<file path="src/core/dics_map.svh">
// Constants for the digital input channel scanner: addresses, fields, resets
`ifndef DICS_MAP_SVH
`define DICS_MAP_SVH
// ----------------------------------------
// Command decode
// ----------------------------------------
`define DICS_AREA        5'h0B
`define DICS_MOD_DSW_LO  7'h00
`define DICS_MOD_DSW_HI  7'h01
`define DICS_MOD_PI_LO   7'h02
`define DICS_MOD_PI_HI   7'h19
`define DICS_MOD_GRP_LO  7'h40
`define DICS_MOD_GRP_HI  7'h7F
// ----------------------------------------
// Status word layout and reset
// ----------------------------------------
`define DICS_DSW_PAR     0
`define DICS_DSW_PROT    1
`define DICS_DSW_DONE    2
`define DICS_DSW_BUSY    3
`define DICS_DSW_REJ     4
`define DICS_DSW_CAR     5
`define DICS_DSW_RESET   16'h0000
// ----------------------------------------
// Table header word and read mode
// ----------------------------------------
`define DICS_HDR_IRQ     15
`define DICS_HDR_CHAIN   14
`define DICS_CNT_W       13
`define DICS_GRP_W       7
`define DICS_SYNC_BIT    2
`endif

</file>
<file path="src/core/dics_pkg.sv">
// Types shared by the digital input channel scanner
`include "dics_map.svh"
package dics_pkg;
   // ----------------------------------------
   // Commands and answers
   // ----------------------------------------
   typedef enum logic [1:0] {FN_READ, FN_SENSE, FN_INIT, FN_HALT} dics_func_type;
   typedef enum logic [2:0] {S_IDLE, S_HDR, S_GRP, S_SYNC, S_CAP, S_WR, S_CHAIN, S_CAR} dics_state_type;
   typedef struct packed {
      dics_func_type     func;
      logic [4:0]        area;
      logic [6:0]        modifier;
      logic [2:0]        rmode;
      logic [15:0]       addr;
      logic              b15;
   } dics_cmd_type;
   typedef struct packed {
      logic              valid;
      logic              reject;
      logic [15:0]       data;
   } dics_rsp_type;
   // ----------------------------------------
   // Cycle steal port
   // ----------------------------------------
   typedef struct packed {
      logic              req;
      logic              we;
      logic [15:0]       addr;
      logic [15:0]       wdata;
   } dics_mreq_type;
   typedef struct packed {
      logic              gnt;
      logic [15:0]       rdata;
      logic              par_err;
      logic              prot_err;
   } dics_mrsp_type;
   // ----------------------------------------
   // Whole module state
   // ----------------------------------------
   typedef struct packed {
      dics_state_type    state;
      logic [2:0]        rmode;
      logic [15:0]       ptr;
      logic [`DICS_CNT_W-1:0] cnt;
      logic              sc_irq;
      logic              sc_chain;
      logic [`DICS_GRP_W-1:0] grp;
      logic [`DICS_GRP_W-1:0] sel;
      logic [15:0]       data;
      logic              direct_program_transfer;
      logic              dpc_rej;
      logic              grp_rd;
      logic [2:0]        sync_ff;
      logic              sync_lvl;
      logic              sync_pend;
      logic              par;
      logic              prot;
      logic              done;
      logic              rej;
      logic              carf;
      dics_rsp_type      rsp;
   } dics_st_type;
endpackage : dics_pkg

</file>
<file path="src/core/dics_scanner.sv">
// Digital input channel scanner: direct reads, table driven cycle steal scans
`timescale 1ns/10ps
module dics_scanner
   import dics_pkg::*;
(
   // Clock and reset
   input  wire logic          clock,
   input  wire logic          rst_b,
   // Processor commands
   input  wire logic          cmd_valid,
   input  wire dics_cmd_type  cmd,
   output dics_rsp_type       rsp,
   input  wire logic          cpu_parity_err,
   output logic               cpu_hold,
   output logic               scan_irq,
   // Cycle steal channel
   output dics_mreq_type      mem_o,
   input  wire dics_mrsp_type mem_i,
   // Field inputs
   output logic [6:0]         group_sel,
   output logic               group_rd,
   input  wire logic [15:0]   group_data,
   input  wire logic          ext_sync
);
   dics_st_type st_r;
   dics_st_type st_nxt;
   logic        busy;
   logic        sync_mode;
   logic        hit;
   logic        is_dsw;
   logic        is_grp;
   logic        is_pi;
   logic        rd_acc;
   logic        sync_rise;
   logic        end_tbl;
   logic        mem_err;
   logic [15:0] input_device_status_word;

   // ----------------------------------------
   // Decode
   // ----------------------------------------
   assign busy      = (st_r.state != S_IDLE);
   assign sync_mode = st_r.rmode[`DICS_SYNC_BIT];
   assign hit       = cmd_valid && (cmd.area == `DICS_AREA);
   assign is_dsw    = (cmd.modifier <= `DICS_MOD_DSW_HI);
   assign is_grp    = (cmd.modifier >= `DICS_MOD_GRP_LO);
   assign is_pi     = (cmd.modifier >= `DICS_MOD_PI_LO) && (cmd.modifier <= `DICS_MOD_PI_HI);
   assign rd_acc    = hit && ((cmd.func == FN_READ) || (cmd.func == FN_SENSE)) && !is_dsw;
   // Third and second stage agree before a change counts
   assign sync_rise = (st_r.sync_ff[1] == st_r.sync_ff[2]) && st_r.sync_ff[2] && !st_r.sync_lvl;
   assign mem_err   = mem_o.req && mem_i.gnt && (mem_i.par_err || mem_i.prot_err);

   always_comb begin
      input_device_status_word = `DICS_DSW_RESET;
      input_device_status_word[`DICS_DSW_PAR]  = st_r.par;
      input_device_status_word[`DICS_DSW_PROT] = st_r.prot;
      input_device_status_word[`DICS_DSW_DONE] = st_r.done;
      input_device_status_word[`DICS_DSW_BUSY] = busy;
      input_device_status_word[`DICS_DSW_REJ]  = st_r.rej;
      input_device_status_word[`DICS_DSW_CAR]  = st_r.carf;
   end

   // ----------------------------------------
   // Next state
   // ----------------------------------------
   always_comb begin
      st_nxt        = st_r;
      end_tbl       = 1'h0;
      st_nxt.grp_rd = 1'h0;
      st_nxt.direct_program_transfer    = 1'h0;
      st_nxt.rsp    = '0;
      st_nxt.sync_ff = {st_r.sync_ff[1:0], ext_sync};
      if (st_r.sync_ff[1] == st_r.sync_ff[2]) begin
         st_nxt.sync_lvl = st_r.sync_ff[2];
      end
      // Clears come first so that a same-cycle event wins
      if (hit && (cmd.func == FN_SENSE) && is_dsw && cmd.b15) begin
         st_nxt.done = 1'h0;
         st_nxt.rej  = 1'h0;
      end
      if (st_r.direct_program_transfer) begin
         st_nxt.rsp.valid  = 1'h1;
         st_nxt.rsp.reject = st_r.dpc_rej;
         st_nxt.rsp.data   = group_data;
      end
      case (st_r.state)
         S_IDLE: begin
         end
         S_HDR: begin
            if (mem_i.gnt) begin
               st_nxt.cnt      = mem_i.rdata[`DICS_CNT_W-1:0];
               st_nxt.sc_irq   = mem_i.rdata[`DICS_HDR_IRQ];
               st_nxt.sc_chain = mem_i.rdata[`DICS_HDR_CHAIN];
               st_nxt.ptr      = st_r.ptr + 16'h0001;
               st_nxt.state    = S_GRP;
               if (mem_i.rdata[`DICS_CNT_W-1:0] == '0) begin
                  st_nxt.sc_irq   = 1'h0;
                  st_nxt.sc_chain = mem_i.rdata[`DICS_HDR_CHAIN];
                  end_tbl         = 1'h1;
               end
            end
         end
         S_GRP: begin
            if (mem_i.gnt) begin
               st_nxt.grp   = mem_i.rdata[`DICS_GRP_W-1:0];
               st_nxt.ptr   = st_r.ptr + 16'h0001;
               st_nxt.state = S_SYNC;
            end
         end
         S_SYNC: begin
            // A pending direct read owns the group select this cycle
            if ((!sync_mode || st_r.sync_pend) && !st_r.direct_program_transfer && !rd_acc) begin
               st_nxt.sync_pend = 1'h0;
               st_nxt.sel       = st_r.grp;
               st_nxt.grp_rd    = 1'h1;
               st_nxt.state     = S_CAP;
            end
         end
         S_CAP: begin
            // Interrupt words in a scan read as blank
            st_nxt.data  = (st_r.sel >= `DICS_MOD_GRP_LO) ? group_data : 16'h0000;
            st_nxt.state = S_WR;
         end
         S_WR: begin
            if (mem_i.gnt) begin
               st_nxt.ptr = st_r.ptr + 16'h0001;
               st_nxt.cnt = st_r.cnt - `DICS_CNT_W'(1);
               if (st_r.cnt == `DICS_CNT_W'(1)) begin
                  end_tbl = 1'h1;
               end else if (st_r.rmode[1:0] == 2'h0) begin
                  st_nxt.state = S_GRP;
               end else if (st_r.rmode[1:0] == 2'h1) begin
                  st_nxt.grp   = st_r.grp + `DICS_GRP_W'(1);
                  st_nxt.state = S_SYNC;
               end else begin
                  st_nxt.state = S_SYNC;
               end
            end
         end
         S_CHAIN: begin
            if (mem_i.gnt) begin
               st_nxt.ptr   = mem_i.rdata;
               st_nxt.state = S_CAR;
            end
         end
         S_CAR: begin
            if (mem_i.gnt) begin
               if (mem_i.rdata != st_r.ptr) begin
                  st_nxt.carf  = 1'h1;
                  st_nxt.state = S_IDLE;
               end else begin
                  st_nxt.ptr   = st_r.ptr + 16'h0001;
                  st_nxt.state = S_HDR;
               end
            end
         end
         default: begin
            st_nxt.state = S_IDLE;
         end
      endcase
      if (end_tbl) begin
         if (st_r.state == S_WR && st_r.sc_irq) begin
            st_nxt.done = 1'h1;
         end
         st_nxt.state = st_nxt.sc_chain ? S_CHAIN : S_IDLE;
      end
      if (mem_err) begin
         st_nxt.par   = st_r.par | mem_i.par_err;
         st_nxt.prot  = st_r.prot | mem_i.prot_err;
         st_nxt.state = S_IDLE;
      end
      if (busy && cpu_parity_err) begin
         st_nxt.par   = 1'h1;
         st_nxt.state = S_IDLE;
      end
      if (sync_rise && sync_mode) begin
         st_nxt.sync_pend = 1'h1;
      end
      // Processor commands
      if (hit) begin
         case (cmd.func)
            FN_INIT: begin
               if (busy || (cmd.rmode[1:0] == 2'h3)) begin
                  st_nxt.rej   = 1'h1;
                  st_nxt.state = S_IDLE;
               end else begin
                  st_nxt.state     = S_HDR;
                  st_nxt.ptr       = cmd.addr;
                  st_nxt.rmode     = cmd.rmode;
                  st_nxt.par       = 1'h0;
                  st_nxt.prot      = 1'h0;
                  st_nxt.carf      = 1'h0;
                  st_nxt.sync_pend = 1'h0;
               end
            end
            FN_READ, FN_SENSE: begin
               if (is_dsw) begin
                  st_nxt.rsp.valid = 1'h1;
                  st_nxt.rsp.data  = input_device_status_word;
               end else if (busy && is_grp) begin
                  st_nxt.rej        = 1'h1;
                  st_nxt.rsp.valid  = 1'h1;
                  st_nxt.rsp.reject = 1'h1;
               end else begin
                  st_nxt.direct_program_transfer     = 1'h1;
                  st_nxt.dpc_rej = busy;
                  st_nxt.sel     = cmd.modifier;
                  st_nxt.grp_rd  = 1'h1;
                  if (busy && is_pi) begin
                     st_nxt.rej = 1'h1;
                  end
               end
            end
            FN_HALT: begin
               st_nxt.state     = S_IDLE;
               st_nxt.par       = 1'h0;
               st_nxt.prot      = 1'h0;
               st_nxt.done      = 1'h0;
               st_nxt.rej       = 1'h0;
               st_nxt.carf      = 1'h0;
               st_nxt.sync_pend = 1'h0;
            end
            default: begin
            end
         endcase
      end
   end

   always_ff @(posedge clock or negedge rst_b) begin
      if (!rst_b) begin
         st_r <= '0;
      end else begin
         st_r <= st_nxt;
      end
   end

   // ----------------------------------------
   // Outputs
   // ----------------------------------------
   assign rsp         = st_r.rsp;
   assign group_sel   = st_r.sel;
   assign group_rd    = st_r.grp_rd;
   assign scan_irq    = st_r.done;
   assign cpu_hold    = busy && !sync_mode;
   // Request stays up while waiting; a higher channel simply withholds the grant
   assign mem_o.req   = (st_r.state inside {S_HDR, S_GRP, S_WR, S_CHAIN, S_CAR});
   assign mem_o.we    = (st_r.state == S_WR);
   assign mem_o.addr  = st_r.ptr;
   assign mem_o.wdata = st_r.data;

   // ----------------------------------------
   // Checks
   // ----------------------------------------
   chk_init_abort: assert property (@(posedge clock) disable iff (!rst_b)
      hit && cmd.func == FN_INIT && busy |=> st_r.rej && st_r.state == S_IDLE)
      else $error("scan start during scan not rejected");
   chk_grp_refused: assert property (@(posedge clock) disable iff (!rst_b)
      hit && cmd.func == FN_READ && busy && is_grp && !is_dsw
      |=> rsp.valid && rsp.reject && !group_rd ##1 !rsp.valid)
      else $error("group read during scan not refused");
   chk_pi_completes: assert property (@(posedge clock) disable iff (!rst_b)
      hit && cmd.func == FN_READ && busy && is_pi
      |=> group_rd && st_r.rej ##1 rsp.valid && rsp.reject && rsp.data == $past(group_data))
      else $error("interrupt word read during scan lost");
   chk_parity_stop: assert property (@(posedge clock) disable iff (!rst_b)
      busy && cpu_parity_err && !(hit && cmd.func == FN_HALT) |=> !busy && st_r.par)
      else $error("parity error did not end scan");
   chk_sync_wait: assert property (@(posedge clock) disable iff (!rst_b)
      st_r.state == S_SYNC && sync_mode && !st_r.sync_pend && !hit && !cpu_parity_err |=> st_r.state == S_SYNC)
      else $error("sync paced transfer started without pulse");
   chk_done_set: assert property (@(posedge clock) disable iff (!rst_b)
      st_r.state == S_WR && mem_i.gnt && st_r.cnt == `DICS_CNT_W'(1) && st_r.sc_irq && !hit
      |=> scan_irq [*2])
      else $error("scan done not raised");
   chk_protect_end: assert property (@(posedge clock) disable iff (!rst_b)
      st_r.state == S_WR && mem_i.gnt && mem_i.prot_err && !hit |=> st_r.prot && !busy)
      else $error("protect error did not end scan");
   chk_sense_dsw: assert property (@(posedge clock) disable iff (!rst_b)
      hit && cmd.func == FN_SENSE && is_dsw
      |=> rsp.valid && !rsp.reject && rsp.data[`DICS_DSW_BUSY] == $past(busy))
      else $error("status sense answer wrong");
   chk_hold_off: assert property (@(posedge clock) disable iff (!rst_b)
      st_r.state == S_WR && mem_i.gnt && st_r.cnt == `DICS_CNT_W'(1) && st_r.sc_chain && !sync_mode
      && !mem_err && !cpu_parity_err && !hit |=> cpu_hold && st_r.state == S_CHAIN)
      else $error("processor released before chained scan ended");
endmodule : dics_scanner

</file>
<file path="config.mk">
export PLATFORM = sky130hd
export DESIGN_NAME = dics_scanner
export DESIGN_NICKNAME = d
export VERILOG_FILES = /design/src/core/dics_pkg.sv /design/src/core/dics_scanner.sv
export VERILOG_INCLUDE_DIRS = /design/src /design/src/core
export SDC_FILE = /design/constraint.sdc
export NUM_CORES = 1
export LEC_CHECK = 0
export BUFFER_PORTS_ARGS = -buffer_cell sky130_fd_sc_hd__buf_2
export CAP_MARGIN = 10
export CORE_ASPECT_RATIO = 0.7
export CORE_UTILIZATION = 56
export DETAILED_ROUTE_END_ITERATION = 8
export GPL_ROUTABILITY_DRIVEN = 0
export GPL_TIMING_DRIVEN = 0
export PLACE_DENSITY = 0.81
export SLEW_MARGIN = 0
export SYNTH_ARGS = -nofsm -noshare
export SYNTH_HDL_FRONTEND = slang
export SYNTH_SLANG_ARGS = --single-unit
</file>
<file path="constraint.sdc">
create_clock -name clock -period 3 [get_ports clock]
set_clock_uncertainty 0.2 [all_clocks]
set_input_delay 0.15 -clock clock [delete_from_list [all_inputs] [get_ports clock]]
set_output_delay 0.15 -clock clock [all_outputs]
set_load 0.01 [all_outputs]
</file>
==> results of run 1 <==
## sequential cells by signal (all words and copies together) (netlist names)
signal                    flops
st_r                         33
mem_o                        32
rsp                          18
group_sel                     7
input_device_status_word      4
st_nxt                        2
group_rd                      1
scan_irq                      1
## how the worst min path moves through the flow
stage	from	endpoint	slack, ns	cells after the start
finish	mem_i[10]	st_r[71]	0.008	3
global route	mem_i[10]	st_r[71]	0.03	3
CTS	mem_i[10]	st_r[71]	0.003	3
detailed placement	rst_b	st_r[69]	-0.1	1
global placement	ext_sync	st_nxt[26]	0.06	1
floorplan	rst_b	group_rd	-0.35	0
## cell type report
cell class	instances	area, sq um	area share, %
plain buffers	105	637	7.64
clock buffers	10	229	2.75
clock inverters	6	72.6	0.870
inverters	13	48.8	0.585
multi-input cells	578	3400	40.8
flip-flops and latches	98	2450	29.4
well taps	153	191	2.30
repair buffers	195	1310	15.7
## metrics by stage
step / TNS (ns) / instance area (sq um) / hold slack, ns / cells
after global placement: -1.34 / 7380 / 0.0599 / 1082
after detailed placement: -1.85 / 7410 / -0.0962 / 1083
after floorplan: 0 / 6530 / -0.346 / 796
final: 0 / 8340 / 0.00764 / 1158
after global routing: -0.116 / 8340 / 0.0287 / 1158
after CTS: 0 / 8340 / 0.00305 / 1160
## routing by layer
metal | vias to the layer above | part of all wire [%] | GRT usage, %
met4 | 0 | 2.1 | 11.2
met2 | 481 | 42 | 50.1
li1 | 3161 | - | -
met5 | - | 0 | 0
met1 | 3280 | 42 | 52.7
met3 | 56 | 13 | 9.59
## power by group through the flow
stage	sequential [uW]	clock (uW)	combinational, uW
floorplan	1950	0	1950
global placement	2050	0	2630
detailed placement	2060	0	2670
CTS	2040	1210	2760
global route	2100	1270	3120
finish	2060	1200	2850
## tightest hold or removal path: stages
cell,delay [ns]
buf_2,0.15
a2bb2oi_1,0.08
o21ai_0,0.14
## Yosys cell counts (4+ instances only)
master      n  area [sq um]
xor2_1     19           166
nand2_1   107           402
a211oi_1    4          30.0
o22ai_1     4          25.0
mux2i_1    14           140
nand4b_1    4          35.0
xnor2_1    10          87.6
dfrtp_1    98          2450
nor2b_1     6          37.5
mux2_2      4          45.0
nor3b_1     5          37.5
or3_1       8          50.1
or2_2       4          25.0
buf_2      12          60.1
inv_1      13          48.8
a31oi_1     8          50.1
nor4_1      7          43.8
a311oi_1    5          43.8
ha_1       10           125
a22oi_1     4          30.0
o21ai_2     4          35.0
a32oi_1     7          61.3
a211o_1     4          35.0
nand4_1     9          56.3
o21ai_0    91           455
buf_4      57           428
and4_1      5          43.8
nand3_1    19          95.1
nand2b_1    6          37.5
clkbuf_1   36           135
nor3_1     11          55.1
a21oi_1    52           260
and2_1     12          75.1
and3_1     20           125
nor2_1     73           274
## cells by family (layout without fill, tap and decap cells)
kind of cell / count (synthesis) / count (layout) / share of synthesized area (%)
compound gates: 215 / 215 / 20.2
buf+inv: 120 / 329 / 10.5
flops: 98 / 98 / 37.6
mux: 18 / 18 / 2.84
xor+xnor: 29 / 29 / 3.89
fa+ha+maj: 10 / 10 / 1.92
simple gates: 306 / 306 / 23.1
## what timing repair did
item                       4_1_cts  5_1_grt
hold endpoints to repair       176        0
setup endpoints to repair       20       28
hold buffers                    61        0
resized for setup                3       10
gates cloned                     0        0
==> results list, run 1 <==
* Avg Vias per Cell: 6.03
* Switching share of total power: 41.5%
- After detailed routing, the average wire length per cell comes to 17.9 um.
- For this design the total switching power over the nets is 2540 uW.
- The die is 131 um wide.
- Ratio of cells with drive above 1 in the final layout: 24.5%
- Along the worst path, the maximum fanout reaches 8.
* Maximum single-stage delay on the critical path: 0.54 ns
- Layout area overhead: 27.7%
- Antenna diode instance count: 0
- Type of destination of the critical path: register
* Family with the most delay on the worst path: compound AO/OA/AOI/OAI gates
* Floorplan Core Area: 11200 sq um
- Synthesis produced a netlist whose cell count is 796.
- Internal power: 3580 uW
* Power density over the cells: 733 nW/um^2
- For this design the static power due to leakage is 0.00406 uW.
- In the global route stage, overall resource usage came out at 35.6%.
- Summing every instance area after synthesis gives 6530 sq um.
- Data arrival, critical path: 2.99 ns
- For this run, design rule violations remaining after detail routing come to 0.
- CP Launch Type: register
- The first routing iteration left 807 violations.
- In the synthesized netlist the async set-or-reset flop fraction comes to 100%.
- Number of register bits inferred by synthesis: 98
- Count of TritonRoute iterations in the first routing pass: 6
- STA puts the critical path data required time at 3.03 ns.
* Cell-by-cell listing of the critical path: buf_2 -> xor2_1 -> nor4_1 -> and4_1 -> buf_2 -> a21oi_1 -> a221oi_1 -> a21oi_1
* Final Cycle Share: 98.9%
- Of the total power, registers draw 33.7%.
* Buffer type at the clock tree root: clkbuf_16
* Worst slew slack as a fraction of its limit: 32.9%
* Syn_area_per_cell: 8.20 sq um
* Worst Path Buf+Inv: 2
- Combinational share of power: 46.7%
- Worst min-delay path class: in -> reg
- Final hold violation count: 0
* Capture point of the critical path: mem_o[31]
* Port Buffers: 133
- Cell variety after synth: 68
- Fillers: 798
- The worst setup path is of the reg -> reg kind.
* Total congestion overflow after global routing: 0
- Setup violations remaining at the end of the flow were counted as 0.
- TritonCTS built the clock tree.
- Share of synthesized area occupied by flip-flops and latches: 37.6%
* Post-CTS setup buffer count: 0
- Total number of vias: 6978
- Most common library cell in the layout ignoring fill and taps: buf_2
- Maximum count of clock buffers along a single path: 2
- The endpoint identified for the worst register-to-register timing path is mem_o[31].
- Clock Power Share: 19.6%
- Power Total: 6110 uW
- Number of global-route vias before repair: 6422
- Residual antenna-violating net count after detailed routing: 0
* Run status: completed
- Clock Pin Slew Worst Setup and Hold Paths: 0.07 ns
- Cells fill 74.6% of the core in the end.
* Chip Height: 92.3 um
- Fin. max-slew vios: 0
- The H-tree was split into 3 levels.
* Shortest period the worst path allows: 2.97 ns
* Number of flops mapped to enable cells by yosys: 0
- In the synthesized netlist the dominant register cell turns out to be dfrtp_1.
- # nets final: 1084
- Setup repair after global routing missed its margin: yes
- For this configuration, the core starts out at a cell density of 58.4%.
- OpenSTA, run right after detailed placement, puts the worst setup slack at -0.280 ns.
- Floorplan row count: 32
- In this run the critical register-to-register path is launched from mem_o[29].
* Area of the die: 12100 sq um
* Slew @ Worst Pin: 0.993 ns
- Number of stages on the worst setup path: 8
- I/O pin total: 136
- After detailed routing, the total wire length is 20700 um.
* R2R setup slack: 0.03 ns
- Launch point of the worst path: mem_o[29]
- Setup slack closes at 0.0340 ns.
- Max-capacitance violation count: 0
- The wire-length estimate of the detail-placed layout is 14200 um.
- The slowest stage of the critical path belongs to the cell a221oi_1.
- Yosys printed 0 warnings.
* Commonest cells after routing, fill and taps aside: 145 x buf_2, 107 x nand2_1, 98 x dfrtp_1, 91 x o21ai_0, 73 x nor2_1
- Clock insertion delay at the later pin of the skew report: 0.36 ns
* Post-Synthesis Net Count: 880
- Sink count of the clock tree: 98
- Upper clock frequency limit: 337 MHz
- IR analysis of the VDD net gives a maximum drop of 0.446 mV.
- Logic depth of the worst register-to-register path: 8
* First-pass GRT wire length: 33100 um
* Largest net degree at the start of global routing: 71
- Number of antenna violations at the first check in global routing: 0
- TritonCTS buffer count: 9
Power figures use the tool's default switching activity.
==> run 2, diff against run 1 <==
- PLACE_DENSITY: 0.81 -> 0.91
==> run 2 against run 1 <==
The run now ends with DRC left. Core utilization grew 0.16 points. Sequential share of layout area decreased by 0.062 points. Final area rose by 0.21%. Setup slack gained 0.010 ns. Clock power barely moved. Register-to-register slack barely moved. Sequential power is essentially flat. Die area stayed put. Critical path depth stayed put. Sequential cell count unchanged. Routed wire length rose by 7.4%. Via count up 4.5%. Highest routed layer unchanged.
==> results list, run 2 (synthesis results as in run 1) <==
- The run finished, with violations left.
* Violated checks: DRC
* Start point of the worst min-delay path: cpu_parity_err
- The post-detailed-route via-to-cell ratio is 6.29 (+4.5%).
* Area of the die: 12100 sq um (unchanged)
- I/O pin total: 136 (unchanged)
* Largest net degree at the start of global routing: 75 (+5.6%)
* Worst min-delay path class: in -> reg
- Shortest period the worst path allows: 2.96 ns (-0.0102 ns)
- Total number of vias: 7295 (+4.5%)
- The wire length of the first global-routing pass came to 35000 um (+5.6%).
- The flip-flop count of the largest register, all copies and words added was 33 (unchanged).
* Largest register by flop count: st_r
* Number of global-route vias before repair: 6910 (+7.6%)
- The data required time of the critical path came to 3.04 ns (about the same).
- Critical setup path kind: reg -> reg
- Destination of the worst hold path: st_r[95]
- The die width came to 131 um (unchanged).
* R2R setup slack: 0.04 ns (about the same)
* Data arrival, critical path: 3.00 ns (about the same)
- The maximum net fanout on the critical path is 10 (+2).
- Compared with the post-synthesis result, the final layout area differs by 28.0%.
* Placed Area: 7410 sq um (unchanged)
- Traced cell by cell, the critical path runs through inv_1 -> ha_1 -> nor2b_2 -> or2_2 -> clkbuf_1 -> a211oi_1 -> a31oi_1 -> a211o_1.
* Maximum single-stage delay on the critical path: 0.48 ns (-0.06 ns)
- The total global routing track utilization was 37.8% (+2.2 points).
* Final hold violation count: 0 (unchanged)
* Residual antenna-violating net count after detailed routing: 0 (unchanged)
- Hpwl dp: 14200 um (+0.24%)
- Logic depth of the worst register-to-register path: 8 (unchanged)
- Crit-path slowest cell: dfrtp_1
* Type of destination of the critical path: register
* Commonest cells after routing, fill and taps aside: 143 x buf_2, 107 x nand2_1, 98 x dfrtp_1, 91 x o21ai_0, 73 x nor2_1
- The power per unit of standard cell area was 739 nW/um^2 (+0.82%).
- Maximum level of the CTS H-tree: 3 (unchanged)
* Sink count of the clock tree: 98 (unchanged)
* First-iteration detailed-routing DRC count: 1452 (+80%)
- Floorplan Core Area: 11200 sq um (unchanged)
- Antenna diode instance count: 0 (unchanged)
- Setup repair after global routing left no endpoint under its margin.
* Chip Height: 92.3 um (unchanged)
- The number of buffers added by the clock tree synthesis step is 9 (unchanged).
- Count of TritonRoute iterations in the first routing pass: 9 (+3)
- The startpoint identified for the worst register-to-register timing path is st_r[95].
- Reported leakage power: 0.00406 uW (about the same)
- The insertion delay to the later sink of the worst-skew pair came to 0.36 ns (about the same).
* Upper clock frequency limit: 338 MHz (+0.35%)
* Ratio of cells with drive above 1 in the final layout: 24.8% (+0.27 points)
* Fin. max-slew vios: 0 (unchanged)
* Worst reg2reg endpoint: mem_o[24]
- Initial Utilization: 58.4% (unchanged)
- Total congestion overflow after global routing: 0 (unchanged)
* Max-capacitance violation count: 0 (unchanged)
- Drt total wl: 22200 um (+7.4%)
- Buffer type at the clock tree root: clkbuf_16
- STA classifies the critical path startpoint as a register.
- Port Buffers: 133 (unchanged)
- CTS tree: built
* Slew @ Worst Pin: 1.13 ns (+0.141 ns)
- The worst slew margin relative to its limit is 23.3% (-9.5 points).
- Final setup viols: 0 (unchanged)
- The number of placement rows was 32 (unchanged).
- Post-route core utilization: 74.8% (+0.16 points)
- Number of antenna violations at the first check in global routing: 1 (+1)
* Maximum count of clock buffers along a single path: 2 (unchanged)
- The routed length per placed instance was 19.2 um (+7.3%).
- The final design instance area without fill was 8360 sq um (+0.21%).
- Final Cycle Share: 98.5% (-0.34 points)
- The total number of nets in the final design was 1085 (+0.092%).
- Largest vdd supply drop: 0.518 mV (+16%)
- The clock slew at the register clock pins of the worst setup and hold paths was 0.08 ns (about the same).
- Most common library cell in the layout ignoring fill and taps: buf_2
* Hold WS: 0.00344 ns (-0.00420 ns)
- Hold Crit Depth: 5 (+2)
* DRC violations left: 12 (+12)
-- run 2: layout make-up --
cell class	instances	area [sq um]
Inverter	13	48.8
Timing Repair Buffer	195	1310
Buffer	106	643
Clock inverter	7	70.1
Sequential cell	98	2450
Clock buffer	9	225
Multi-Input combinational cell	578	3420
Tap cell	153	191
Fill cell	771	2820
-- run 2: layer usage --
metal  vias up  GRT usage [%]  wire, um
li1       3169              -         -
met1      3343           51.8      8550
met2       633           55.0      9570
met3       150           10.7      3040
met4         0           17.0      1050
met5         -           1.81         0
-- run 2: worst max-delay path: cells and delay by family, from the launching register on --
kind	cells	cell delay [ns]
AOI/OAI and AO/OA	3	0.83
and+or+nand+nor	2	0.55
DFF	1	0.48
buffers and inverters	2	0.43
adders and majority gates	1	0.33
-- run 2: report_power, final --
group / internal, uW / switching, uW
Clock: 586 / 593
Sequential: 1690 / 385
Combinational: 1230 / 1690
-- run 2: repair_timing --
item | CTS | global route
pin swaps | 0 | 1
gates resized for setup | 3 | 14
hold endpoints to repair | 176 | 0
hold buffers | 61 | 0
buffers inserted | 0 | 0
setup endpoints to repair | 17 | 30
cloned | 0 | 0
-- run 2: worst max path at each step --
stage / cells past startpoint / end / start
6_report: 8 / mem_o[24] / st_r[95]
2_1_floorplan: 9 / mem_o[16] / st_r[95]
4_1_cts: 9 / mem_o[16] / st_r[96]
5_1_grt: 9 / mem_o[26] / st_r[96]
3_5_place_dp: 9 / mem_o[26] / st_r[95]
3_3_place_gp: 9 / mem_o[26] / st_r[96]
-- run 2: per-stage QoR --
| step | std cells | setup slack [ns] | total power [uW] | TNS (ns) |
|---|---|---|---|---|
| floorplan | 796 | 0.634 | 3900 | 0 |
| global placement | 1082 | -0.435 | 4640 | -3.18 |
| detailed placement | 1083 | -0.494 | 4740 | -3.89 |
| CTS | 1160 | 0.0154 | 5980 | 0 |
| global route | 1159 | 0.00714 | 6480 | 0 |
| finish | 1159 | 0.0442 | 6170 | 0 |
